$ cat src/shared/gplog_defines.svh
/*
  Constants of the extended log-read handler: log addresses, sector layouts
  and fixed field values. Assumes 512-byte sectors and byte-wide indexing.
*/
`ifndef GPLOG_DEFINES_SVH
`define GPLOG_DEFINES_SVH

// --------------------------------------------------------------------------
// log addresses and sizes
// --------------------------------------------------------------------------
`define LOG_DIR 8'h00
`define LOG_ERR 8'h03
`define LOG_TEST_OLD 8'h06
`define LOG_TEST 8'h07
`define LOG_VEND_LO 8'h80
`define LOG_VEND_HI 8'h9F
`define ONE_SECTOR 16'h0001
`define VEND_SECTORS 16'h0010

// --------------------------------------------------------------------------
// sector layout
// --------------------------------------------------------------------------
`define LAST_BYTE 9'h1FF
`define DIR_VERSION 16'h0001
`define LOG_VERSION 8'h01
`define IDX_OFS 9'h002
`define ENTRY0_OFS 9'h004
`define ENTRY_LEN 9'h07C
`define ERR_DS_OFS 9'h05A
`define ERR_REG_OFS 9'h001
`define ERR_STAT_OFS 9'h00B
`define ERR_CNT_OFS 9'h1F4
`define ERR_ENTRIES 3'h4
`define CNT_MAX 16'hFFFF

`endif

$ cat src/shared/gplog_pkg.sv
/*
  Types of the extended log-read handler.
  Assumes nothing beyond the defines header.
*/
package gplog_pkg;
  // command sequencer states
  typedef enum logic [1:0] {ST_IDLE, ST_CHECK, ST_SEND} rd_state_t;
endpackage : gplog_pkg

$ cat src/rtl/gplog_fifo.sv
/*
  Small flip-flop FIFO with valid/ready on both sides.
  Assumes a single clock and a synchronous active-high reset; DEPTH is a
  power of two.
*/
`timescale 1ns/1ps
module gplog_fifo #(
  parameter int WIDTH = 8,
  parameter int DEPTH = 8
) (
  // clock and reset
  input wire logic core_clk_i,
  input wire logic reset_i,
  // filling side
  input wire logic in_valid_i,
  input wire logic [WIDTH-1:0] in_data_i,
  output logic in_ready_o,
  // draining side
  output logic out_valid_o,
  output logic [WIDTH-1:0] out_data_o,
  input wire logic out_ready_i
);
  localparam int AW = $clog2(DEPTH);

  logic [WIDTH-1:0] mem_q [DEPTH];
  logic [WIDTH-1:0] mem_d [DEPTH];
  logic [AW:0] wr_q, wr_d, rd_q, rd_d;
  logic full, empty;

  // pointers carry one extra wrap bit so full and empty are distinct
  assign full = (wr_q[AW] != rd_q[AW]) && (wr_q[AW-1:0] == rd_q[AW-1:0]);
  assign empty = (wr_q == rd_q);
  assign in_ready_o = !full;
  assign out_valid_o = !empty;
  assign out_data_o = mem_q[rd_q[AW-1:0]];

  // next pointers and storage
  always_comb begin
    mem_d = mem_q;
    wr_d = wr_q;
    rd_d = rd_q;
    if (in_valid_i && !full) begin
      mem_d[wr_q[AW-1:0]] = in_data_i;
      wr_d = wr_q + 1'b1;
    end
    if (out_ready_i && !empty) begin
      rd_d = rd_q + 1'b1;
    end
  end

  always_ff @(posedge core_clk_i) begin
    if (reset_i) begin
      wr_q <= '0;
      rd_q <= '0;
      for (int i = 0; i < DEPTH; i++) mem_q[i] <= '0;
    end else begin
      wr_q <= wr_d;
      rd_q <= rd_d;
      mem_q <= mem_d;
    end
  end
endmodule : gplog_fifo

$ cat src/rtl/log_reader.sv
/*
  Extended log-read command handler: checks the request, then streams the
  selected log sectors byte by byte through a FIFO, and keeps the extended
  error log. Assumes the command parameters are stable while cmd_start_i
  is high and that all inputs are synchronous to core_clk_i.
*/
`timescale 1ns/1ps
`include "gplog_defines.svh"
module log_reader import gplog_pkg::*; #(
  parameter int FIFO_DEPTH = 8
) (
  // clock and reset
  input wire logic core_clk_i,
  input wire logic reset_i,
  // command taken from the task file
  input wire logic cmd_start_i,
  input wire logic [7:0] log_addr_i,
  input wire logic [7:0] scnt_cur_i,
  input wire logic [7:0] scnt_prev_i,
  input wire logic [7:0] first_cur_i,
  input wire logic [7:0] first_prev_i,
  input wire logic smart_en_i,
  // device error reports
  input wire logic err_event_i,
  input wire logic err_faulty_i,
  input wire logic [7:0] err_reg_i,
  input wire logic [7:0] err_status_i,
  // log data stream
  output logic [7:0] data_o,
  output logic data_valid_o,
  input wire logic data_ready_i,
  // command status
  output logic drq_irq_o,
  output logic done_o,
  output logic abort_o,
  output logic busy_o
);
  // --------------------------------------------------------------------------
  // log sizes
  // --------------------------------------------------------------------------
  // sectors in each log; zero for anything not served here
  function automatic logic [15:0] log_sectors(input logic [7:0] a, input logic en);
    logic [15:0] n;
    n = '0;
    if (a == `LOG_DIR) n = `ONE_SECTOR;
    else if (en && (a == `LOG_ERR || a == `LOG_TEST)) n = `ONE_SECTOR;
    else if (en && a >= `LOG_VEND_LO && a <= `LOG_VEND_HI) n = `VEND_SECTORS;
    return n;
  endfunction : log_sectors

  // --------------------------------------------------------------------------
  // command sequencer
  // --------------------------------------------------------------------------
  rd_state_t state_q, state_d;
  logic [7:0] addr_q, addr_d;
  logic [15:0] cnt_q, cnt_d, first_q, first_d, sect_q, sect_d, left_q, left_d;
  logic [8:0] byte_q, byte_d;
  logic [7:0] sum_q, sum_d;
  logic irq_q, irq_d, done_q, done_d, abort_q, abort_d, busy_q, busy_d;
  logic [16:0] end_sect;
  logic [15:0] size;
  logic bad, push, fifo_ready;
  logic [7:0] gen_byte;
  assign size = log_sectors(addr_q, smart_en_i);
  assign end_sect = {1'b0, first_q} + {1'b0, cnt_q};
  // invalid count, address or start, disabled feature, or the legacy log
  assign bad = (addr_q == `LOG_TEST_OLD) || (size == '0) || (cnt_q == '0)
    || (first_q >= size) || (end_sect > {1'b0, size});
  assign push = (state_q == ST_SEND);
  always_comb begin
    state_d = state_q;
    addr_d = addr_q;
    cnt_d = cnt_q;
    first_d = first_q;
    sect_d = sect_q;
    left_d = left_q;
    byte_d = byte_q;
    sum_d = sum_q;
    irq_d = 1'b0;
    done_d = 1'b0;
    abort_d = 1'b0;
    busy_d = busy_q;
    case (state_q)
      ST_IDLE: begin
        if (cmd_start_i) begin
          addr_d = log_addr_i;
          cnt_d = {scnt_prev_i, scnt_cur_i};
          first_d = {first_prev_i, first_cur_i};
          busy_d = 1'b1;
          state_d = ST_CHECK;
        end
      end
      ST_CHECK: begin
        if (bad) begin
          abort_d = 1'b1;
          busy_d = 1'b0;
          state_d = ST_IDLE;
        end else begin
          sect_d = first_q;
          left_d = cnt_q;
          byte_d = '0;
          sum_d = '0;
          state_d = ST_SEND;
        end
      end
      ST_SEND: begin
        if (fifo_ready) begin
          sum_d = sum_q + gen_byte;
          if (byte_q == '0) irq_d = 1'b1;
          if (byte_q == `LAST_BYTE) begin
            byte_d = '0;
            sum_d = '0;
            sect_d = sect_q + 1'b1;
            left_d = left_q - 1'b1;
            if (left_q == `ONE_SECTOR) begin
              done_d = 1'b1;
              busy_d = 1'b0;
              state_d = ST_IDLE;
            end
          end else begin
            byte_d = byte_q + 1'b1;
          end
        end
      end
      default: begin
        state_d = ST_IDLE;
        busy_d = 1'b0;
      end
    endcase
  end

  always_ff @(posedge core_clk_i) begin
    if (reset_i) begin
      state_q <= ST_IDLE;
      addr_q <= '0;
      cnt_q <= '0;
      first_q <= '0;
      sect_q <= '0;
      left_q <= '0;
      byte_q <= '0;
      sum_q <= '0;
      irq_q <= 1'b0;
      done_q <= 1'b0;
      abort_q <= 1'b0;
      busy_q <= 1'b0;
    end else begin
      state_q <= state_d;
      addr_q <= addr_d;
      cnt_q <= cnt_d;
      first_q <= first_d;
      sect_q <= sect_d;
      left_q <= left_d;
      byte_q <= byte_d;
      sum_q <= sum_d;
      irq_q <= irq_d;
      done_q <= done_d;
      abort_q <= abort_d;
      busy_q <= busy_d;
    end
  end
  // --------------------------------------------------------------------------
  // extended error log state
  // --------------------------------------------------------------------------
  logic [2:0] idx_q, idx_d;
  logic [7:0] ereg_q [4];
  logic [7:0] ereg_d [4];
  logic [7:0] estat_q [4];
  logic [7:0] estat_d [4];
  logic [15:0] ecnt_q, ecnt_d;
  logic [1:0] slot;
  // index is one-based; after the fourth entry the ring wraps to slot 0
  assign slot = (idx_q == `ERR_ENTRIES) ? 2'h0 : idx_q[1:0];
  always_comb begin
    idx_d = idx_q;
    ereg_d = ereg_q;
    estat_d = estat_q;
    ecnt_d = ecnt_q;
    // faulty commands are neither logged nor counted
    if (err_event_i && !err_faulty_i) begin
      ereg_d[slot] = err_reg_i;
      estat_d[slot] = err_status_i;
      idx_d = {1'b0, slot} + 3'h1;
      if (ecnt_q != `CNT_MAX) ecnt_d = ecnt_q + 1'b1;
    end
  end
  always_ff @(posedge core_clk_i) begin
    if (reset_i) begin
      idx_q <= '0;
      ecnt_q <= '0;
      for (int i = 0; i < 4; i++) begin
        ereg_q[i] <= '0;
        estat_q[i] <= '0;
      end
    end else begin
      idx_q <= idx_d;
      ecnt_q <= ecnt_d;
      ereg_q <= ereg_d;
      estat_q <= estat_d;
    end
  end
  // --------------------------------------------------------------------------
  // sector byte generator
  // --------------------------------------------------------------------------
  logic [15:0] dir_cnt;
  assign dir_cnt = log_sectors(byte_q[8:1], smart_en_i);
  // vendor logs have no write path here, so they read as zeros
  always_comb begin
    gen_byte = '0;
    if (addr_q == `LOG_DIR) begin
      if (byte_q[8:1] == '0)
        gen_byte = byte_q[0] ? 8'(`DIR_VERSION >> 8) : 8'(`DIR_VERSION);
      else gen_byte = byte_q[0] ? dir_cnt[15:8] : dir_cnt[7:0];
    end else if (addr_q == `LOG_ERR) begin
      if (byte_q == '0) gen_byte = `LOG_VERSION;
      if (byte_q == `IDX_OFS) gen_byte = {5'h00, idx_q};
      for (int e = 0; e < 4; e++) begin
        if (byte_q == 9'(`ENTRY0_OFS + e * `ENTRY_LEN + `ERR_DS_OFS + `ERR_REG_OFS))
          gen_byte = ereg_q[e];
        if (byte_q == 9'(`ENTRY0_OFS + e * `ENTRY_LEN + `ERR_DS_OFS + `ERR_STAT_OFS))
          gen_byte = estat_q[e];
      end
      if (byte_q == `ERR_CNT_OFS) gen_byte = ecnt_q[7:0];
      if (byte_q == `ERR_CNT_OFS + 9'h001) gen_byte = ecnt_q[15:8];
      if (byte_q == `LAST_BYTE) gen_byte = 8'h00 - sum_q;
    end else if (addr_q == `LOG_TEST) begin
      // no self-tests recorded: 48-bit and 28-bit descriptors alike are zero
      if (byte_q == '0) gen_byte = `LOG_VERSION;
      if (byte_q == `LAST_BYTE) gen_byte = 8'h00 - sum_q;
    end
  end
  // --------------------------------------------------------------------------
  // data path: FIFO then output register
  // --------------------------------------------------------------------------
  logic fifo_valid, take;
  logic [7:0] fifo_data;
  logic [7:0] data_q, data_d;
  logic dvalid_q, dvalid_d;
  // the output register only refills when empty or being drained
  assign take = fifo_valid && (!dvalid_q || data_ready_i);
  gplog_fifo #(.WIDTH(8), .DEPTH(FIFO_DEPTH)) u_fifo (
    .core_clk_i(core_clk_i),
    .reset_i(reset_i),
    .in_valid_i(push),
    .in_data_i(gen_byte),
    .in_ready_o(fifo_ready),
    .out_valid_o(fifo_valid),
    .out_data_o(fifo_data),
    .out_ready_i(take)
  );
  always_comb begin
    data_d = data_q;
    dvalid_d = dvalid_q && !data_ready_i;
    if (take) begin
      data_d = fifo_data;
      dvalid_d = 1'b1;
    end
  end

  always_ff @(posedge core_clk_i) begin
    if (reset_i) begin
      data_q <= '0;
      dvalid_q <= 1'b0;
    end else begin
      data_q <= data_d;
      dvalid_q <= dvalid_d;
    end
  end
  assign data_o = data_q;
  assign data_valid_o = dvalid_q;
  assign drq_irq_o = irq_q;
  assign done_o = done_q;
  assign abort_o = abort_q;
  assign busy_o = busy_q;
endmodule : log_reader

$ cat config.mk
export PLATFORM = sky130hd
export DESIGN_NAME = log_reader
export DESIGN_NICKNAME = d
export VERILOG_FILES = /design/src/shared/gplog_pkg.sv /design/src/rtl/gplog_fifo.sv /design/src/rtl/log_reader.sv
export VERILOG_INCLUDE_DIRS = /design/src /design/src/shared
export SDC_FILE = /design/constraint.sdc
export NUM_CORES = 1
export LEC_CHECK = 0
export BUFFER_PORTS_ARGS = -buffer_cell sky130_fd_sc_hd__buf_2
export CAP_MARGIN = 10
export CORE_MARGIN = 2
export CORE_UTILIZATION = 40
export CTS_CLUSTER_SIZE = 10
export DETAILED_ROUTE_END_ITERATION = 16
export SLEW_MARGIN = 15
export SYNTH_ARGS = -nofsm -noshare
export SYNTH_HDL_FRONTEND = slang
export SYNTH_SLANG_ARGS = --single-unit
$ cat constraint.sdc
create_clock -name core_clk_i -period 5.93 [get_ports core_clk_i]
set_input_delay 0.2965 -clock core_clk_i [delete_from_list [all_inputs] [get_ports core_clk_i]]
set_output_delay 0.2965 -clock core_clk_i [all_outputs]
set_load 0.02 [all_outputs]
==> run metrics <==
drt via density 5.61; VDD IR max 242 uV; Mapped Area 12300 um^2; status finished clean; worst-margin pin slew 1.05 ns; Vias 11.1k; port buffer count 75; setup bufs post-CTS 0; WHS Endpoint estat_q[24]$_SDFFE_PP0P_; clk_lat worst skew 0.57 ns; initial drt markers 859; Post-synth top cells 267 x nand2_1, 243 x dfxtp_1, 155 x a21oi_1; Slew HR 0.298; number of global-route vias before repair 10.5k; largest net degree at the start of global routing 101; detailed placement HPWL 23300 um; nets@finish 1685; Max Slew Vio Count 0; Area growth syn-to-layout 16.3%; path type of the worst setup path reg -> reg; Hold Startpoint err_status_i[0]; Post-synth top flop dfxtp_1; core area 30400 um^2; post-route ant nets 0; RSZ-0062 raised after global routing false; Crit Path Max Fanout 14; Initial Utilization 0.404; HP Class in -> reg; Synth Area in Compound Gates 0.203; Tmin final 4.97 ns; Avg WL per Cell 17.4 um; simple-gate share of the synthesized area 0.241; DRC viols 0; Setup Viol. Count Final 0; sequential fraction of the synthesis area 0.396; largest family of logic cells by synthesized area simple AND/OR/NAND/NOR gates; Seq cells post-synth 243; Synth Area per Inst 8.24 um^2; count leader, synth nand2_1; Post-Synth XOR/XNOR Area 0.0285; Area contributors post-synth dfxtp_1 40%, nand2_1 8.2%, a21oi_1 6.3%; Peak Freq 201 MHz; Die X 179 um; static leakage 5.09 nW; ANT cells 0; fillers 2980; FP Rows 64; top-area cell type share of the netlist area 0.396; Pwr Density 281 nW/um^2; max-cap viol count 0; post-layout instance area 14300 um^2; power after layout 4.02 mW; synth warn 0; all-layer global routing usage 0.214; I/O pin cnt 76; Cell variety after synth 87; Sink Count 243; wirelength, routed 34500 um; final critical-path share of the clock period 0.839; placed cell areas 12900 um^2; Post-synth ARST share 0; r2r setup slk 0.96 ns; die area 32100 um^2; reg2reg start byte_q[1]$_SDFFE_PP0P_; skew final 0.0198 ns; global route overflow 0; total CTS buffers 29; final-report hold violation count 0; die height 179 um; post-synthesis mux area share 0.0434; Mapped Cells 1491; clock-pin slew on the worst setup and hold paths 0.06 ns; CTS tree yes; worst reg2reg path depth 20; syn_nets 1598; critical path required time 6.37 ns; drt first pass iters 5; Synth Area in Adders 0.0460; CP Launch Type register; CTS H-tree depth 1; Synth area leader dfxtp_1; Setup TNS Final 0 ns; Post-synth EDFFs 0; first-pass GRT wire length 55500 um; hold path cells 3; CTS Buffer Depth 3; GPL Wtd Cong 0.896; r2r endpoint sum_q[7]$_SDFFE_PP0P_; layout cell share with drive strength beyond 1 0.118; Setup crit end kind register; clk root buf clkbuf_16; CP arrival 5.42 ns; initial antenna violation count 0
## power breakdown
group | total (mW) | leakage, nW | switching (mW) | internal (mW)
clock network | 1.63 | 0.411 | 0.676 | 0.956
registers | 1.76 | 1.97 | 0.0563 | 1.71
logic | 0.625 | 2.71 | 0.374 | 0.251
## layout by cell type (no fill, tap or decap), types with 28 or more instances in the layout
cell type	instances
a211oi_1	77
a21oi_1	155
buf_2	74
clkbuf_16	29
dfxtp_1	243
dlygate4sd3_1	53
ha_1	42
inv_1	39
nand2_1	267
nand3_1	38
nor2_1	140
nor3_1	28
o21ai_0	33
## how the worst max path moves through the flow
stage	from	to	slack, ns	cells after the start
floorplan	byte_q[1]$_SDFFE_PP0P_	sum_q[7]$_SDFFE_PP0P_	1.79	19
global placement	byte_q[1]$_SDFFE_PP0P_	sum_q[7]$_SDFFE_PP0P_	1.19	20
detailed placement	byte_q[1]$_SDFFE_PP0P_	sum_q[7]$_SDFFE_PP0P_	1.01	20
CTS	byte_q[1]$_SDFFE_PP0P_	sum_q[7]$_SDFFE_PP0P_	0.98	20
global route	byte_q[1]$_SDFFE_PP0P_	sum_q[7]$_SDFFE_PP0P_	0.41	20
finish	byte_q[1]$_SDFFE_PP0P_	sum_q[7]$_SDFFE_PP0P_	0.96	20
## sequential cells by signal, summed over array words and instances, names as in the netlist, 2 cells and up
| name | cells |
|---|---|
| u_fifo.mem_q | 64 |
| ereg_q | 32 |
| estat_q | 32 |
| cnt_q | 16 |
| ecnt_q | 16 |
| first_q | 16 |
| left_q | 16 |
| byte_q | 9 |
| addr_q | 8 |
| data_o | 8 |
| sum_q | 8 |
| u_fifo.rd_q | 4 |
| u_fifo.wr_q | 4 |
| idx_q | 3 |
| state_q | 2 |
## final cells by class
type,instances,area (um^2),area share
tap,396,495,0.0347
clock buffer,36,782,0.0548
clock inverter,3,55.1,0.00385
sequential,243,4860,0.341
timing repair buffer,144,1030,0.0723
multi-input combinational,1121,6910,0.484
inverter,39,146,0.0103
## cell families after synthesis
family                     Yosys count
AOI/OAI and AO/OA                  378
xor gates and xnor gates            40
adders and majority gates           44
buffers and inverters              127
DFF                                243
muxes                               33
and+or+nand+nor                    626
## critical path, cell delays in order, from the launching register on
cell,delay [ns]
dfxtp_1,0.45
ha_1,0.31
nand3_1,0.22
inv_1,0.11
nand3_1,0.12
nor2_1,0.13
ha_1,0.49
inv_1,0.25
o21ai_0,0.21
a31oi_1,0.06
a31oi_1,0.72
inv_1,0.13
ha_1,0.25
a21o_1,0.16
a21oi_1,0.23
o21bai_1,0.09
a21oi_1,0.22
o21ai_0,0.14
xor2_1,0.16
xnor2_1,0.13
a32o_1,0.26
## per-stage QoR
step                instances   util  setup slack (ns)  hold slack [ns]
finish                   1982  0.469             0.956           0.0279
global route             1982  0.469             0.406           0.0233
CTS                      1982  0.469             0.976          0.00768
detailed placement       1890  0.424              1.01            0.447
global placement         1890  0.424              1.19            0.443
floorplan                1491      -              1.79            0.431
## routing by layer
layer  up-vias  share of wire  global-route usage
li1       5535              -                   -
met1      5226           0.47               0.296
met2       294           0.45               0.346
met3        64          0.049              0.0297
met4         0          0.030              0.0669
met5         -              0                   0
## repair_timing
item | in CTS | in global routing
resized for setup | 0 | 0
hold endpoints to repair | 83 | 0
hold buffers | 53 | 0
No activity file was read; power rests on OpenSTA's default activity.
